===== src/cond_trap_cfg.svh =====
`ifndef COND_TRAP_CFG_SVH
`define COND_TRAP_CFG_SVH

////////////////////////////////////////////////////////////////////////////////
// Flag register bit positions and reset value
`define FLAG_C      0
`define FLAG_V      1
`define FLAG_Z      2
`define FLAG_N      3
`define FLAG_X      4
`define FLAG_WIDTH  5
`define FLAG_RESET  5'h00

////////////////////////////////////////////////////////////////////////////////
// Condition field encodings
`define CODE_ALWAYS               4'h0
`define CODE_NEVER                4'h1
`define CODE_UNSIGNED_HIGHER      4'h2
`define CODE_LOWER_OR_SAME        4'h3
`define CODE_CARRY_CLEAR          4'h4
`define CODE_CARRY_SET            4'h5
`define CODE_NOT_EQUAL            4'h6
`define CODE_EQUAL_TEST           4'h7
`define CODE_OVERFLOW_CLEAR       4'h8
`define CODE_OVERFLOW_SET         4'h9
`define CODE_PLUS_TEST            4'ha
`define CODE_MINUS_TEST           4'hb
`define CODE_SIGNED_GREATER_EQUAL 4'hc
`define CODE_SIGNED_LESS          4'hd
`define CODE_SIGNED_GREATER       4'he
`define CODE_SIGNED_LESS_EQUAL    4'hf

////////////////////////////////////////////////////////////////////////////////
// Exception vector numbers
`define VEC_ILLEGAL     8'h04
`define VEC_BOUND       8'h06
`define VEC_COND_TRAP   8'h07
`define VEC_OVF_TRAP    8'h08
`define VEC_DEBUG       8'h09
`define VEC_SW_TRAP     8'h20

////////////////////////////////////////////////////////////////////////////////
// Stack frame
`define STACK_DEC_SHORT 32'h0000_0002
`define STACK_DEC_LONG  32'h0000_0004
`define FRAME_FORMAT    4'h0
`define SSP_RESET       32'h0000_0000

////////////////////////////////////////////////////////////////////////////////
// Instruction length increments for the next program counter
`define PC_ADV_NONE     4'h2
`define PC_ADV_WORD     4'h4
`define PC_ADV_LONG     4'h6

`endif


===== src/cond_trap_pkg.sv =====
package cond_trap_pkg;

    typedef enum logic [3:0] {
        OP_NONE,
        OP_COND_TEST,
        OP_BRANCH,
        OP_COND_TRAP,
        OP_OVF_TRAP,
        OP_BOUND1,
        OP_BOUND2,
        OP_BREAKPOINT_INSTR,
        OP_ENTER_DEBUG,
        OP_SW_TRAP,
        OP_AND_IMM,
        OP_XOR_IMM,
        OP_OR_IMM
    } op_kind_t;

    typedef enum logic [1:0] {
        SZ_NONE,
        SZ_BYTE,
        SZ_WORD,
        SZ_LONG
    } size_t;

    typedef enum {
        ST_IDLE,
        ST_BREAKPOINT_INSTR_WAIT,
        ST_PUSH_FV,
        ST_PUSH_PC,
        ST_PUSH_STATUS,
        ST_VECTOR
    } seq_state_t;

endpackage


===== src/cond_eval.sv =====
`timescale 1ns/1ps
`default_nettype none
`include "cond_trap_cfg.svh"

module cond_eval (
    input  wire logic [3:0]             code,
    input  wire logic [`FLAG_WIDTH-1:0] flags,
    output logic                        cond_true
);

    logic n;
    logic z;
    logic v;
    logic c;

    assign n = flags[`FLAG_N];
    assign z = flags[`FLAG_Z];
    assign v = flags[`FLAG_V];
    assign c = flags[`FLAG_C];

    // Pure function of the flags; nothing here can write them back
    always_comb begin
        case (code)
            `CODE_ALWAYS:               cond_true = 1'b1;
            `CODE_NEVER:                cond_true = 1'b0;
            `CODE_UNSIGNED_HIGHER:      cond_true = !c && !z;
            `CODE_LOWER_OR_SAME:        cond_true = c || z;
            `CODE_CARRY_CLEAR:          cond_true = !c;
            `CODE_CARRY_SET:            cond_true = c;
            `CODE_NOT_EQUAL:            cond_true = !z;
            `CODE_EQUAL_TEST:           cond_true = z;
            `CODE_OVERFLOW_CLEAR:       cond_true = !v;
            `CODE_OVERFLOW_SET:         cond_true = v;
            `CODE_PLUS_TEST:            cond_true = !n;
            `CODE_MINUS_TEST:           cond_true = n;
            `CODE_SIGNED_GREATER_EQUAL: cond_true = (n == v);
            `CODE_SIGNED_LESS:          cond_true = (n != v);
            `CODE_SIGNED_GREATER:       cond_true = (n == v) && !z;
            `CODE_SIGNED_LESS_EQUAL:    cond_true = z || (n != v);
            default:                    cond_true = 1'b0;
        endcase
    end

endmodule

`default_nettype wire


===== src/cond_trap_unit.sv =====
`timescale 1ns/1ps
`default_nettype none
`include "cond_trap_cfg.svh"

module cond_trap_unit
    import cond_trap_pkg::*;
(
    input  wire logic                    REF_CLK,
    input  wire logic                    RST_N,
    input  wire logic                    OP_VALID,
    input  wire cond_trap_pkg::op_kind_t OP_KIND,
    input  wire cond_trap_pkg::size_t    OP_SIZE,
    input  wire logic [3:0]              COND_CODE,
    input  wire logic [7:0]              IMM_BYTE,
    input  wire logic [7:0]              TRAP_NUM,
    input  wire logic [31:0]             DATA_VAL,
    input  wire logic [31:0]             LOWER_BOUND,
    input  wire logic [31:0]             UPPER_BOUND,
    input  wire logic [31:0]             PC_IN,
    input  wire logic [15:0]             STATUS_WORD,
    input  wire logic                    BG_MODE_EN,
    input  wire logic                    FLAG_WE,
    input  wire logic [4:0]              FLAG_IN,
    input  wire logic                    SSP_LOAD,
    input  wire logic [31:0]             SSP_IN,
    input  wire logic                    BREAKPOINT_INSTR_ACK,
    input  wire logic                    BREAKPOINT_INSTR_NOACK,
    input  wire logic [15:0]             BREAKPOINT_INSTR_WORD,
    output logic                         BUSY,
    output logic                         BREAKPOINT_INSTR_ACK_CYCLE,
    output logic [4:0]                   FLAG_REGISTER,
    output logic [31:0]                  SUPERVISOR_STACK_POINTER,
    output logic                         COND_RESULT,
    output logic [3:0]                   PC_ADVANCE,
    output logic                         FLUSH,
    output logic                         EXC_REQ,
    output logic [7:0]                   EXC_VECTOR,
    output logic                         VECTOR_FETCH,
    output logic                         DEBUG_ENTER,
    output logic                         EXEC_WORD_VALID,
    output logic [15:0]                  EXEC_WORD,
    output logic                         STACK_WR,
    output logic                         STACK_LONG,
    output logic [31:0]                  STACK_ADDR,
    output logic [31:0]                  STACK_DATA
);

    import cond_trap_pkg::*;

    ////////////////////////////////////////////////////////////////////////////
    // Signals

    seq_state_t                 state_q;
    logic [`FLAG_WIDTH-1:0]     flags_q;
    logic [31:0]                ssp_q;
    logic [7:0]                 vec_q;
    logic                       take;
    logic                       cond_true;
    logic signed [31:0]         data_s;
    logic signed [31:0]         lower_s;
    logic signed [31:0]         upper_s;
    logic                       bound1_fail;
    logic                       bound2_fail;
    logic [4:0]                 imm_flags;
    size_t                      chk_sz;

    function automatic logic signed [31:0] sext(input logic [31:0] val, input size_t sz);
        case (sz)
            SZ_BYTE: sext = {{24{val[7]}}, val[7:0]};
            SZ_WORD: sext = {{16{val[15]}}, val[15:0]};
            default: sext = val;
        endcase
    endfunction

    // Ops are accepted only in idle, so a long stack sequence holds off the core
    assign BUSY           = (state_q != ST_IDLE);
    assign take           = OP_VALID && !BUSY;
    assign BREAKPOINT_INSTR_ACK_CYCLE = (state_q == ST_BREAKPOINT_INSTR_WAIT);
    assign FLAG_REGISTER  = flags_q;
    assign SUPERVISOR_STACK_POINTER = ssp_q;
    assign imm_flags      = IMM_BYTE[4:0];

    cond_eval i_cond_eval (
        .code      (COND_CODE),
        .flags     (flags_q),
        .cond_true (cond_true)
    );

    // Single check has no byte form, so a byte size is taken as word
    assign chk_sz  = (OP_KIND == OP_BOUND1 && OP_SIZE == SZ_BYTE) ? SZ_WORD : OP_SIZE;
    assign data_s  = sext(DATA_VAL, chk_sz);
    assign lower_s = sext(LOWER_BOUND, OP_SIZE);
    assign upper_s = sext(UPPER_BOUND, chk_sz);
    assign bound1_fail = (data_s < 0) || (data_s > upper_s);
    assign bound2_fail = (data_s < lower_s) || (data_s > upper_s);

    ////////////////////////////////////////////////////////////////////////////
    // Flag register

    always_ff @(posedge REF_CLK or negedge RST_N) begin
        if (!RST_N) begin
            flags_q <= `FLAG_RESET;
        end else if (take && OP_KIND == OP_AND_IMM) begin
            flags_q <= flags_q & imm_flags;
        end else if (take && OP_KIND == OP_XOR_IMM) begin
            flags_q <= flags_q ^ imm_flags;
        end else if (take && OP_KIND == OP_OR_IMM) begin
            flags_q <= flags_q | imm_flags;
        end else if (FLAG_WE) begin
            flags_q <= FLAG_IN;
        end
    end

    ////////////////////////////////////////////////////////////////////////////
    // Supervisor stack pointer

    always_ff @(posedge REF_CLK or negedge RST_N) begin
        if (!RST_N) begin
            ssp_q <= `SSP_RESET;
        end else if (state_q == ST_PUSH_FV || state_q == ST_PUSH_STATUS) begin
            ssp_q <= ssp_q - `STACK_DEC_SHORT;
        end else if (state_q == ST_PUSH_PC) begin
            ssp_q <= ssp_q - `STACK_DEC_LONG;
        end else if (SSP_LOAD) begin
            ssp_q <= SSP_IN;
        end
    end

    ////////////////////////////////////////////////////////////////////////////
    // Condition result and instruction length

    always_ff @(posedge REF_CLK or negedge RST_N) begin
        if (!RST_N) begin
            COND_RESULT <= 1'b0;
            PC_ADVANCE  <= `PC_ADV_NONE;
        end else if (take) begin
            COND_RESULT <= cond_true;
            case (OP_SIZE)
                SZ_WORD: PC_ADVANCE <= `PC_ADV_WORD;
                SZ_LONG: PC_ADVANCE <= `PC_ADV_LONG;
                default: PC_ADVANCE <= `PC_ADV_NONE;
            endcase
        end
    end

    ////////////////////////////////////////////////////////////////////////////
    // Flush

    always_ff @(posedge REF_CLK or negedge RST_N) begin
        if (!RST_N) begin
            FLUSH <= 1'b0;
        end else begin
            FLUSH <= take && OP_KIND != OP_NONE && OP_KIND != OP_COND_TEST
                     && OP_KIND != OP_BRANCH;
        end
    end

    ////////////////////////////////////////////////////////////////////////////
    // Trap sequencer

    always_ff @(posedge REF_CLK or negedge RST_N) begin
        if (!RST_N) begin
            state_q         <= ST_IDLE;
            vec_q           <= 8'h00;
            EXC_REQ         <= 1'b0;
            EXC_VECTOR      <= 8'h00;
            VECTOR_FETCH    <= 1'b0;
            DEBUG_ENTER     <= 1'b0;
            EXEC_WORD_VALID <= 1'b0;
            EXEC_WORD       <= 16'h0000;
            STACK_WR        <= 1'b0;
            STACK_LONG      <= 1'b0;
            STACK_ADDR      <= 32'h0000_0000;
            STACK_DATA      <= 32'h0000_0000;
        end else begin
            EXC_REQ         <= 1'b0;
            VECTOR_FETCH    <= 1'b0;
            DEBUG_ENTER     <= 1'b0;
            EXEC_WORD_VALID <= 1'b0;
            STACK_WR        <= 1'b0;
            case (state_q)
                ST_IDLE: begin
                    if (take) begin
                        case (OP_KIND)
                            OP_BRANCH: begin
                                // A never condition is not a legal branch
                                if (COND_CODE == `CODE_NEVER) begin
                                    EXC_REQ    <= 1'b1;
                                    EXC_VECTOR <= `VEC_ILLEGAL;
                                end
                            end
                            OP_COND_TRAP: begin
                                if (cond_true) begin
                                    EXC_REQ    <= 1'b1;
                                    EXC_VECTOR <= `VEC_COND_TRAP;
                                end
                            end
                            OP_OVF_TRAP: begin
                                if (flags_q[`FLAG_V]) begin
                                    EXC_REQ    <= 1'b1;
                                    EXC_VECTOR <= `VEC_OVF_TRAP;
                                end
                            end
                            OP_BOUND1, OP_BOUND2: begin
                                if (OP_KIND == OP_BOUND1 ? bound1_fail : bound2_fail) begin
                                    EXC_REQ    <= 1'b1;
                                    EXC_VECTOR <= `VEC_BOUND;
                                end
                            end
                            OP_BREAKPOINT_INSTR: begin
                                state_q <= ST_BREAKPOINT_INSTR_WAIT;
                            end
                            OP_ENTER_DEBUG: begin
                                if (BG_MODE_EN) begin
                                    DEBUG_ENTER <= 1'b1;
                                end else begin
                                    vec_q   <= `VEC_DEBUG;
                                    state_q <= ST_PUSH_FV;
                                end
                            end
                            OP_SW_TRAP: begin
                                vec_q   <= `VEC_SW_TRAP + {4'h0, TRAP_NUM[3:0]};
                                state_q <= ST_PUSH_FV;
                            end
                            default: begin
                            end
                        endcase
                    end
                end
                ST_BREAKPOINT_INSTR_WAIT: begin
                    // Acknowledge wins if both answers arrive together
                    if (BREAKPOINT_INSTR_ACK) begin
                        EXEC_WORD_VALID <= 1'b1;
                        EXEC_WORD       <= BREAKPOINT_INSTR_WORD;
                        state_q         <= ST_IDLE;
                    end else if (BREAKPOINT_INSTR_NOACK) begin
                        EXC_REQ    <= 1'b1;
                        EXC_VECTOR <= `VEC_ILLEGAL;
                        state_q    <= ST_IDLE;
                    end
                end
                ST_PUSH_FV: begin
                    STACK_WR   <= 1'b1;
                    STACK_LONG <= 1'b0;
                    STACK_ADDR <= ssp_q - `STACK_DEC_SHORT;
                    STACK_DATA <= {16'h0000, `FRAME_FORMAT, 2'b00, vec_q, 2'b00};
                    state_q    <= ST_PUSH_PC;
                end
                ST_PUSH_PC: begin
                    STACK_WR   <= 1'b1;
                    STACK_LONG <= 1'b1;
                    STACK_ADDR <= ssp_q - `STACK_DEC_LONG;
                    STACK_DATA <= PC_IN;
                    state_q    <= ST_PUSH_STATUS;
                end
                ST_PUSH_STATUS: begin
                    STACK_WR   <= 1'b1;
                    STACK_LONG <= 1'b0;
                    STACK_ADDR <= ssp_q - `STACK_DEC_SHORT;
                    STACK_DATA <= {16'h0000, STATUS_WORD[15:5], flags_q};
                    state_q    <= ST_VECTOR;
                end
                ST_VECTOR: begin
                    VECTOR_FETCH <= 1'b1;
                    EXC_VECTOR   <= vec_q;
                    state_q      <= ST_IDLE;
                end
                default: begin
                    state_q <= ST_IDLE;
                end
            endcase
        end
    end

    ////////////////////////////////////////////////////////////////////////////
    // Checks

    AST_NEVER_FALSE: assert property (@(posedge REF_CLK) disable iff (!RST_N)
        (COND_CODE == `CODE_NEVER) |-> !cond_true)
        else $error("never condition evaluated true");
    AST_EQUAL_Z: assert property (@(posedge REF_CLK) disable iff (!RST_N)
        (COND_CODE == `CODE_EQUAL_TEST) |-> (cond_true == flags_q[`FLAG_Z]))
        else $error("equal test does not follow zero flag");
    AST_SIGNED_GT: assert property (@(posedge REF_CLK) disable iff (!RST_N)
        (COND_CODE == `CODE_SIGNED_GREATER) |-> (cond_true ==
        ((flags_q[`FLAG_N] == flags_q[`FLAG_V]) && !flags_q[`FLAG_Z])))
        else $error("signed greater test wrong");
    AST_EVAL_NO_SIDE: assert property (@(posedge REF_CLK) disable iff (!RST_N)
        (take && OP_KIND == OP_COND_TEST && !FLAG_WE) |=> $stable(flags_q))
        else $error("condition test altered flags");
    AST_COND_TRAP: assert property (@(posedge REF_CLK) disable iff (!RST_N)
        (take && OP_KIND == OP_COND_TRAP) |=> (EXC_REQ == $past(cond_true))
        && (!EXC_REQ || EXC_VECTOR == `VEC_COND_TRAP))
        else $error("conditional trap mismatch");
    AST_OVF_TRAP: assert property (@(posedge REF_CLK) disable iff (!RST_N)
        (take && OP_KIND == OP_OVF_TRAP) |=> (EXC_REQ == $past(flags_q[`FLAG_V])))
        else $error("overflow trap mismatch");
    AST_BOUND_ONE: assert property (@(posedge REF_CLK) disable iff (!RST_N)
        (take && OP_KIND == OP_BOUND1 && data_s < 0) |=> EXC_REQ
        && EXC_VECTOR == `VEC_BOUND)
        else $error("negative value passed bound check");
    AST_BOUND_TWO: assert property (@(posedge REF_CLK) disable iff (!RST_N)
        (take && OP_KIND == OP_BOUND2 && data_s > upper_s) |=> EXC_REQ)
        else $error("value above upper bound passed");
    AST_BREAKPOINT_INSTR_EXEC: assert property (@(posedge REF_CLK) disable iff (!RST_N)
        (BREAKPOINT_INSTR_ACK_CYCLE && BREAKPOINT_INSTR_ACK) |=> EXEC_WORD_VALID && !EXC_REQ
        && EXEC_WORD == $past(BREAKPOINT_INSTR_WORD))
        else $error("acknowledged breakpoint word not issued");
    AST_DEBUG_ENTER: assert property (@(posedge REF_CLK) disable iff (!RST_N)
        (take && OP_KIND == OP_ENTER_DEBUG) |=> (DEBUG_ENTER == $past(BG_MODE_EN)))
        else $error("debug entry mismatch");
    AST_SW_TRAP_SEQ: assert property (@(posedge REF_CLK) disable iff (!RST_N)
        (take && OP_KIND == OP_SW_TRAP) |=> ##1 STACK_WR [*3] ##1 VECTOR_FETCH)
        else $error("software trap stack sequence broken");
    AST_SW_TRAP_SSP: assert property (@(posedge REF_CLK) disable iff (!RST_N)
        (take && OP_KIND == OP_SW_TRAP) |-> ##4 (ssp_q == $past(ssp_q, 4) - 32'h0000_0008))
        else $error("stack pointer not lowered by frame size");
    AST_AND_IMM: assert property (@(posedge REF_CLK) disable iff (!RST_N)
        (take && OP_KIND == OP_AND_IMM) |=> (flags_q == ($past(flags_q) & $past(imm_flags))))
        else $error("and immediate result wrong");
    AST_FLUSH: assert property (@(posedge REF_CLK) disable iff (!RST_N)
        (take && (OP_KIND == OP_OR_IMM || OP_KIND == OP_SW_TRAP)) |=> FLUSH)
        else $error("pipeline not flushed");

endmodule

`default_nettype wire


===== config.mk =====
export PLATFORM = sky130hd
export DESIGN_NAME = cond_trap_unit
export DESIGN_NICKNAME = d
export VERILOG_FILES = /design/src/cond_trap_pkg.sv /design/src/cond_eval.sv /design/src/cond_trap_unit.sv
export VERILOG_INCLUDE_DIRS = /design/src
export SDC_FILE = /design/constraint.sdc
export NUM_CORES = 1
export LEC_CHECK = 0
export BUFFER_PORTS_ARGS = -buffer_cell sky130_fd_sc_hd__clkbuf_2
export CORE_MARGIN = 5
export CORE_UTILIZATION = 23
export DETAILED_ROUTE_END_ITERATION = 6
export GPL_ROUTABILITY_DRIVEN = 0
export PLACE_DENSITY = 0.54
export SLEW_MARGIN = 20
export SYNTH_ARGS = -nofsm -noshare
export SYNTH_HDL_FRONTEND = slang
export SYNTH_SLANG_ARGS = --single-unit

===== constraint.sdc =====
create_clock -name REF_CLK -period 3.34 [get_ports REF_CLK]
set_clock_uncertainty 0.1 [all_clocks]
set_input_delay 0.501 -clock REF_CLK [delete_from_list [all_inputs] [get_ports REF_CLK]]
set_output_delay 0.501 -clock REF_CLK [all_outputs]
set_load 0.01 [all_outputs]

* Word level (Yosys, flattened, before mapping) *
Index checks and enable logic that the tools add are counted.

storage, ports and cells
  flip-flop bits (word level) = 177
  input port bits = 231

cells by class
  $add $sub $neg = 3
  order comparisons = 3
  eq/ne operators = 56
  mux-type cells = 51
  bitwise operators = 3
  reductions and logical operators = 37

operators with widths
  kind                   number
  $pmux 32 s2            4
  $mux 32                7
  $pmux 32 s3            2
  $pmux 32 s5            1
  $eq 32x3->1 const B    4
  $eq 32x2->1 const B    3
  $mux 8                 8
  $eq 4x4->1 const B     13
  $eq 32x1->1 const B    1
  $eq 32x4->1 const B    1
  $eq 4x3->1 const B     8
  $gt 32x32->1           1
  $logic_not 32->1       1
  $lt 32x1->1 const B    1
  $lt 32x32->1           1
  $pmux 8 s4             1
  $reduce_bool 32->1     1
  $sub 32x2->32 const B  1
  $sub 32x3->32 const B  1
  $pmux 8 s3             1
  $mux 5                 4
  $ne 3x3->1 const B     6
  $eq 4x2->1 const B     4
  $mux 1                 16
  other kinds (31)       62

* Longest topological paths before layout *
Gate-level depths: netlist of the first run.

  word-level depth = 12
  depth in mapped cells = 20
  gate-level depth less buffers = 18

* Cells and area by module *
A second synthesis of the first run with hierarchy kept.

unflattened totals
  cell total of the unflattened synthesis = 1263
  area total of the unflattened synthesis = 10236.1 um^2

modules (own cells, without submodules)
  module          instances  cells each  area an instance (um^2)
  cond_trap_unit  1          1237        10040.9
  cond_eval       1          26          195.2

* Worst setup path after synthesis of the first run *
Ideal clock, no wire load.

  path type = input-to-reg
  start = input port OP_KIND[2]
  end = register EXC_VECTOR[0]
  arrival time = 4712 ps
  data required time = 3112 ps
  path slack = -1599 ps
  stages on the path = 19
  path buffers = 3
  path through = nor2b_1 and3b_1 a21oi_1 ha_1 buf_2 buf_1 a221o_1 clkbuf_1 o21ai_0 ha_1 a21o_1 a2111o_1 a211oi_1 o211ai_1 a211oi_1 nor3_1 a311o_1 o2bb2ai_1 mux2_1

on the way
  word-level cells in the longest chain between the ends = 10
  elaborated cells on any way between the ends = 27

RTL lines
  item                                             RTL line                                                            RTL
  start: declaration                               cond_trap_unit.sv:11                                                input wire cond_trap_pkg::op_kind_t OP_KIND,
  $eq 4x3->1                                       cond_trap_unit.sv:90, cond_trap_unit.sv:184, cond_trap_unit.sv:205
  $logic_and 1x1->1                                cond_trap_unit.sv:90                                                assign chk_sz = (OP_KIND == OP_BOUND1 && OP_SIZE == SZ_BYTE) ? SZ_WORD : OP_SIZE;
  $mux 2                                           cond_trap_unit.sv:90
  $eq 2x2->1 / $eq 2x1->1 (equally long branches)  cond_trap_unit.sv:68                                                case (sz)
  $pmux 32 s2                                      cond_trap_unit.sv:68
  $lt 32x32->1, or another cell as far along       cond_trap_unit.sv:95                                                assign bound2_fail = (data_s < lower_s) || (data_s > upper_s);
  $logic_or 1x1->1, on equally long branches       cond_trap_unit.sv:95, cond_trap_unit.sv:94
  $mux 1                                           cond_trap_unit.sv:205                                               if (OP_KIND == OP_BOUND1 ? bound1_fail : bound2_fail) begin
  $ne 3x3->1 (no line)                             --
  $reduce_and 9->1 (no line)                       --
  end signal: assignment                           cond_trap_unit.sv:195                                               EXC_VECTOR <= `VEC_COND_TRAP;
  end signal: assignment                           cond_trap_unit.sv:201                                               EXC_VECTOR <= `VEC_OVF_TRAP;
  end signal: assignment                           cond_trap_unit.sv:207                                               EXC_VECTOR <= `VEC_BOUND;
  end: declaration                                 cond_trap_unit.sv:37                                                output logic [7:0] EXC_VECTOR,

Parallel ways exist; a longest one is shown, timed or not. The select of a mux whose other input is x is not followed.
A chain may end at the register's enable or synchronous reset.

* Worst setup path in the final report of the first run *
  start = input port OP_KIND[2]
  end = register EXC_VECTOR[2]

The elaborated chain is that of the path after synthesis.

==> impl_metrics.csv, run 1 <==
group,metric,value,unit
status,outcome,"finished with violations",
status,failed_checks,"negative setup slack",
logic_synthesis,syn_area_per_cell,8.24,sq um
floorplan,die_w,218,um
floorplan,die_height,218,um
detailed_routing,drt_first_iter_violations,768,
floorplan,core_area,43000,sq um
layout,flow.area_growth_from_synthesis,39.8,%
clocking,cts.root.buffer_cell,"sky130_fd_sc_hd__clkbuf_16",
sta,timing.hold.ws,0.181,ns
detailed_routing,number_of_detailed_routing_iterations_run_before_antenna_repair,6,
setup_path,critPathSlowestCell,"sky130_fd_sc_hd__a311o_1",
grt,grt_use_total,16.8,%
logic_synthesis,synth_sequential_area_ratio,35.1,%
job,drv.max_cap_violation_count,0,
grt,first_global_vias,10900,
detailed_routing,via_per_inst,4.92,
floorplan,initial_core_util,23.2,%
logic_synthesis,synth_top_area_share,34.9,%
clocking,cts_max_level,4,
setup_path,crit_path_start_kind,"input port",
worst_hold_path,min_path_type,"in2reg",
floorplan,fp-row-count,76,
clocking,tritoncts,"built",
power,leakagePower,6.68,nW
sta,finalHoldViolations,0,
logic_synthesis,post_synth_instance_area,9970,sq um
power,finalPower,10.9,mW
sta,setup-violations-final,6,
logic_synthesis,synthesis.instances,1210,
place,hpwlAfterDp,33200,um
logic_synthesis,async_reset_ff_share,100,%
grt,grt_antenna_before_repair,4,
place,place.port_buffers,352,
detailed_routing,post_detailed_route_wirelength_per_cell,18.9,um
clocking,clockBufferDepth,2,
setup_path,critical_path.max_stage_delay,0.42,ns
place,placed_area,13100,sq um
detailed_routing,postRouteWirelength,42000,um
detailed_routing,antenna_left,0,
grt,grt_first_pass_wirelength,62700,um
logic_synthesis,postSynth.topFlopCell,"sky130_fd_sc_hd__dfrtp_1",
sta,fmax,0.233,GHz
logic_synthesis,synth_edf_count,0,
logic_synthesis,synth_top_cells_by_area,"sky130_fd_sc_hd__dfrtp_1 35%, sky130_fd_sc_hd__ha_1 9.2%, sky130_fd_sc_hd__o21ai_0 6.0%",
setup_path,cp_cell_sequence,"buf_6 -> nor2b_4 -> and3b_2 -> a21oi_4 -> inv_1 -> ha_2 -> a221oi_4 -> buf_12 -> a21oi_1 -> ha_1 -> nand4_1 -> nor4_2 -> buf_4 -> o2111ai_2 -> a2111o_1 -> o21ai_2 -> o31ai_4 -> a311o_1 -> o2bb2ai_4 -> mux2_4",
power,vdd_drop_max,0.385,mV
clocking,clk_pin_slew,0.06,ns
logic_synthesis,yosys.area.top_type,"sky130_fd_sc_hd__dfrtp_1",
layout,drive_above_1_share,34.9,%
layout,postLayoutCellArea,13900,sq um
logic_synthesis,synth_warnings,0,
floorplan,pin_count,370,
clocking,cts_made_buffers,17,
sta,period_minus_slack,4.29,ns
grt,grt_overflow_total,0,
power,cellPowerDensity,784,nW/um^2
floorplan,floorplan.die_area,47600,sq um
sta,worst_pin_slew,0.733,ns
sta,final-max-slew-violation-count,0,
setup_path,worst-path-max-fanout,8,
detailed_routing,remaining_drc_errors,0,
setup_path,cp.required,3.56,ns
sta,fin_ws,-0.952,ns
clocking,clock_latency,0.44,ns
logic_synthesis,ys_seq_elements,140,
layout,fin_nets,1930,
setup_path,crit_arrival,4.51,ns
detailed_routing,routed-via-count,10900,
grt,maximum_number_of_pins_on_one_net_before_global_route_repair,73,
sta,setup_repair_after_global_routing_missed_its_margin,"true",
setup_path,critPathKind,"in2reg",
logic_synthesis,post_synth_num_cell_types,76,
sta,timing.slew.headroom,51.1,%
clocking,clock_sink_count,140,
sta,final_min_period_over_clock_period,128,%
setup_path,critPathCaptureType,"flip-flop",
path summary, 6_finish.rpt:
path                                              start                           end  slack (ns)  cells past startpoint
max                                          OP_KIND[2]                 EXC_VECTOR[2]       -0.95                     20
min                                           PC_IN[29]                STACK_DATA[29]        0.18                      2
max reg2reg                SUPERVISOR_STACK_POINTER[25]  SUPERVISOR_STACK_POINTER[28]        0.21                      9
min reg2reg                               STACK_ADDR[0]                 STACK_ADDR[0]        0.37                      2
max in group asynchronous                         RST_N                 PC_ADVANCE[1]        1.78                      3
min in group asynchronous                         RST_N                STACK_ADDR[28]        0.50                      2
repair_timing:
action                     in CTS  in global routing
resized for setup              20                 18
gates cloned                    1                  0
setup buffers                   3                  7
pin swaps                       8                 21
setup endpoints to repair       6                  6
hold endpoints to repair       51                  0
hold buffers                    1                  0
flip-flops by register name, indices dropped and copies added (netlist names):
| signal | count |
|---|---|
| FLAG_REGISTER | 5 |
| EXEC_WORD | 16 |
| VECTOR_FETCH | 1 |
| DEBUG_ENTER | 1 |
| EXC_VECTOR | 5 |
| STACK_ADDR | 32 |
| STACK_DATA | 32 |
| STACK_LONG | 1 |
| vec_q | 5 |
| PC_ADVANCE | 2 |
| EXC_REQ | 1 |
| EXEC_WORD_VALID | 1 |
| state_q | 3 |
| COND_RESULT | 1 |
| FLUSH | 1 |
| SUPERVISOR_STACK_POINTER | 32 |
| STACK_WR | 1 |
cell usage after synthesis (all sizes together), types with 4 or more instances:
cell	instances
nor3	27
ha	73
xnor2	19
nor4	13
and2	4
o32ai	4
a221oi	16
o22ai	6
buf	16
or4	12
a22o	21
nand3b	4
o211ai	11
and3	8
xor2	16
o21a	5
clkbuf	64
a31oi	19
a22oi	4
nand2	152
nand2b	8
nand4	17
a221o	8
a211oi	10
or3	13
o31ai	5
a21oi	95
and3b	4
nand3	25
nor2b	11
a21o	8
dfrtp	139
nor2	91
o21ai	136
mux2i	4
inv	63
mux2	26
o221ai	9
stage by stage:
stage / worst slack, ns / setup TNS [ns] / std cells / util, %
global placement: -1.24 / -7.18 / 2182 / 30.5
finish: -0.952 / -5.49 / 2225 / 32.4
CTS: -0.897 / -5.31 / 2219 / 32.1
detailed placement: -1.40 / -8.07 / 2182 / 30.5
global route: -1.11 / -6.43 / 2224 / 32.4
floorplan: -1.17 / -6.48 / 1214 / -
worst max-delay path, delay by kind of cell:
family	cells	cell delay, ns
buf+inv	4	0.47
fa+ha+maj	2	0.53
simple gates	4	0.79
compound gates	9	1.89
mux	1	0.31
cells by family after synthesis:
family / count (synthesis) / share of synthesized area (%)
AO/OA/AOI/OAI: 389 / 24.6
XOR/XNOR: 35 / 3.07
adder cells (fa/ha/maj): 73 / 9.16
buffers and inverters: 143 / 5.71
flip-flops: 140 / 35.1
multiplexers: 30 / 3.34
other: 1 / 0.0376
AND/OR/NAND/NOR: 399 / 19.0
cell type report:
cell class | instances | area, sq um
inverter | 63 | 236
fill | 4629 | 29000
sequential | 140 | 3500
antenna | 1 | 2.50
clock buffer | 19 | 443
clock inverter | 13 | 109
tap | 585 | 732
timing repair buffer | 473 | 2730
multi-input combinational | 931 | 6180
layer usage:
| layer | wire length (um) | GRT usage (%) | up-vias |
|---|---|---|---|
| li1 | - | - | 5228 |
| met3 | 3340 | 4.25 | 66 |
| met2 | 19500 | 27.4 | 429 |
| met5 | 48 | 0 | - |
| met1 | 18100 | 21.7 | 5216 |
| met4 | 1070 | 5.84 | 6 |
cell usage in the layout, fill, tap and decap left out, drive strengths merged, types with 16 or more instances in the layout:
master / n
a21oi: 95
a221oi: 16
a22o: 21
a31oi: 19
buf: 122
clkbuf: 369
dfrtp: 139
ha: 73
inv: 69
mux2: 26
nand2: 152
nand3: 25
nand4: 17
nor2: 91
nor3: 27
o21ai: 136
xnor2: 19
xor2: 16
where the power goes:
group / leakage (nW) / internal, mW / switching (mW)
logic: 4.70 / 2.38 / 3.54
clock network: 0.257 / 0.986 / 0.829
registers: 1.72 / 2.47 / 0.729
(Power assumes the default switching activity.)
==> run 2, diff against run 1 <==
REMOVE_ABC_BUFFERS = 1   (was unset)
==> impl_metrics.csv, run 2 (synthesis results as in run 1) <==
group,metric,value,unit
sta,timing.slew.headroom,46.9,%
setup_path,reg2reg_setup_slack,0.25,ns
grt,grt_antenna_before_repair,3,
grt,first_global_vias,10700,
floorplan,initial_core_util,23.2,%
clocking,cts_made_buffers,17,
sta,period_minus_slack,4.23,ns
place,hpwlAfterDp,31300,um
sta,setup_repair_after_global_routing_missed_its_margin,"true",
power,cellPowerDensity,783,nW/um^2
detailed_routing,remaining_drc_errors,0,
worst_hold_path,min_path_type,"in2async",
sta,worst_pin_slew,0.796,ns
status,failed_checks,"negative hold slack, negative setup slack",
floorplan,die_height,218,um
grt,grt_overflow_total,0,
detailed_routing,antenna_left,0,
setup_path,crit_path_start_kind,"input port",
setup_path,crit_arrival,4.46,ns
layout,drive_above_1_share,35.2,%
clocking,cts.root.buffer_cell,"sky130_fd_sc_hd__clkbuf_16",
grt,grt_first_pass_wirelength,61100,um
grt,maximum_number_of_pins_on_one_net_before_global_route_repair,81,
floorplan,fp-row-count,76,
setup_path,critPathKind,"in2reg",
power,finalPower,11.0,mW
sta,finalHoldViolations,3,
clocking,clock_latency,0.45,ns
setup_path,worstSetupEndpoint,"EXC_VECTOR[2]",
clocking,clockBufferDepth,2,
setup_path,worst-path-max-fanout,5,
sta,timing.hold.ws,-0.00935,ns
floorplan,core_area,43000,sq um
layout,flow.area_growth_from_synthesis,40.5,%
clocking,tritoncts,"built",
job,drv.max_cap_violation_count,0,
setup_path,r2r_end,"SUPERVISOR_STACK_POINTER[28]",
clocking,clock_sink_count,140,
grt,grt_use_total,16.2,%
power,vdd_drop_max,0.403,mV
sta,fin_ws,-0.895,ns
clocking,cts_max_level,4,
setup_path,critical_path.reg2reg.startpoint,"SUPERVISOR_STACK_POINTER[25]",
sta,fmax,0.236,GHz
place,placed_area,13000,sq um
power,leakagePower,6.72,nW
detailed_routing,drt_first_iter_violations,842,
floorplan,floorplan.die_area,47600,sq um
sta,setup-violations-final,6,
place,place.port_buffers,352,
layout,postLayoutCellArea,14000,sq um
sta,final_min_period_over_clock_period,127,%
detailed_routing,post_detailed_route_wirelength_per_cell,17.9,um
layout,layout_common_cells,"350 x sky130_fd_sc_hd__clkbuf_2, 152 x sky130_fd_sc_hd__nand2_1, 139 x sky130_fd_sc_hd__dfrtp_1",
layout,utilization,32.6,%
setup_path,critPathCaptureType,"flip-flop",
detailed_routing,postRouteWirelength,39900,um
floorplan,pin_count,370,
detailed_routing,number_of_detailed_routing_iterations_run_before_antenna_repair,6,
sta,final-max-slew-violation-count,0,
floorplan,die_w,218,um
setup_path,worst_setup_path_startpoint,"OP_KIND[2]",
setup_path,rr_worst_depth,9,
clocking,clk_pin_slew,0.07,ns
layout,fin_nets,1934,
detailed_routing,routed-via-count,10900,
detailed_routing,via_per_inst,4.87,
status,outcome,"finished with violations",
layout,final_common_cell,"sky130_fd_sc_hd__clkbuf_2",
setup_path,cp.required,3.57,ns
[run 2: layer usage]
metal | GRT usage (%) | part of all wire [%] | vias to the layer above
met5 | 0 | 0.033 | -
met3 | 3.95 | 7.0 | 51
met2 | 25.8 | 47 | 444
met4 | 4.77 | 2.1 | 2
li1 | - | - | 5229
met1 | 21.7 | 44 | 5141
[run 2: worst min path at each step]
stage                           endpoint  slack (ns)  cells past startpoint
after global placement     STACK_ADDR[0]        0.35                      2
after floorplan              COND_RESULT        0.11                      0
after CTS                 STACK_ADDR[17]        0.04                      1
after global routing      STACK_ADDR[17]        0.04                      1
final                     STACK_ADDR[22]      -0.009                      1
after detailed placement   STACK_ADDR[0]        0.36                      2
[run 2: critical path: stages]
cell and delay [ns]:
sky130_fd_sc_hd__buf_6 0.09, sky130_fd_sc_hd__nor2b_4 0.11, sky130_fd_sc_hd__and3b_2 0.24, sky130_fd_sc_hd__a21oi_2 0.15
sky130_fd_sc_hd__inv_1 0.07, sky130_fd_sc_hd__ha_2 0.21, sky130_fd_sc_hd__a221oi_4 0.35, sky130_fd_sc_hd__buf_6 0.18
sky130_fd_sc_hd__buf_8 0.15, sky130_fd_sc_hd__a21oi_4 0.05, sky130_fd_sc_hd__ha_4 0.27, sky130_fd_sc_hd__nand4_1 0.11
sky130_fd_sc_hd__nor4_2 0.29, sky130_fd_sc_hd__buf_4 0.16, sky130_fd_sc_hd__o2111ai_2 0.08, sky130_fd_sc_hd__a2111o_1 0.31
sky130_fd_sc_hd__o21ai_2 0.19, sky130_fd_sc_hd__o31ai_4 0.09, sky130_fd_sc_hd__a311o_1 0.34, sky130_fd_sc_hd__o2bb2ai_4 0.19
sky130_fd_sc_hd__mux2_4 0.31
[run 2: report_power, final]
part	switching [mW]	leakage (nW)	total [mW]	internal, mW
Sequential	0.676	1.72	3.14	2.47
Clock	0.846	0.276	1.90	1.06
Combinational	3.52	4.72	5.92	2.40
[run 2: repair_timing]
item,CTS,global route
pin swaps,21,14
hold buffers,0,0
gates cloned,1,0
endpoints found under the setup margin,6,6
resized for setup,33,27
buffers inserted,7,3
[run 2: cell type report]
type | instances | area [sq um]
multi-input cells | 931 | 6210
clock buffers | 18 | 439
repair buffers | 477 | 2750
clock inverters | 14 | 135
fillers | 4577 | 29000
inverters | 63 | 236
diodes | 2 | 5.00
flip-flops and latches | 140 | 3500
well taps | 585 | 732
[run 2: through the flow]
| step | setup slack (ns) | TNS (ns) | instances | hold WS (ns) |
|---|---|---|---|---|
| 2_1_floorplan | -2.81 | -142.07 | 1134 | 0.105 |
| 3_3_place_gp | -1.55 | -8.95 | 2186 | 0.351 |
| 3_5_place_dp | -1.66 | -9.54 | 2186 | 0.361 |
| 4_1_cts | -0.841 | -4.74 | 2225 | 0.0411 |
| 5_1_grt | -1.02 | -5.81 | 2230 | 0.0421 |
| 6_report | -0.895 | -5.06 | 2230 | -0.00935 |
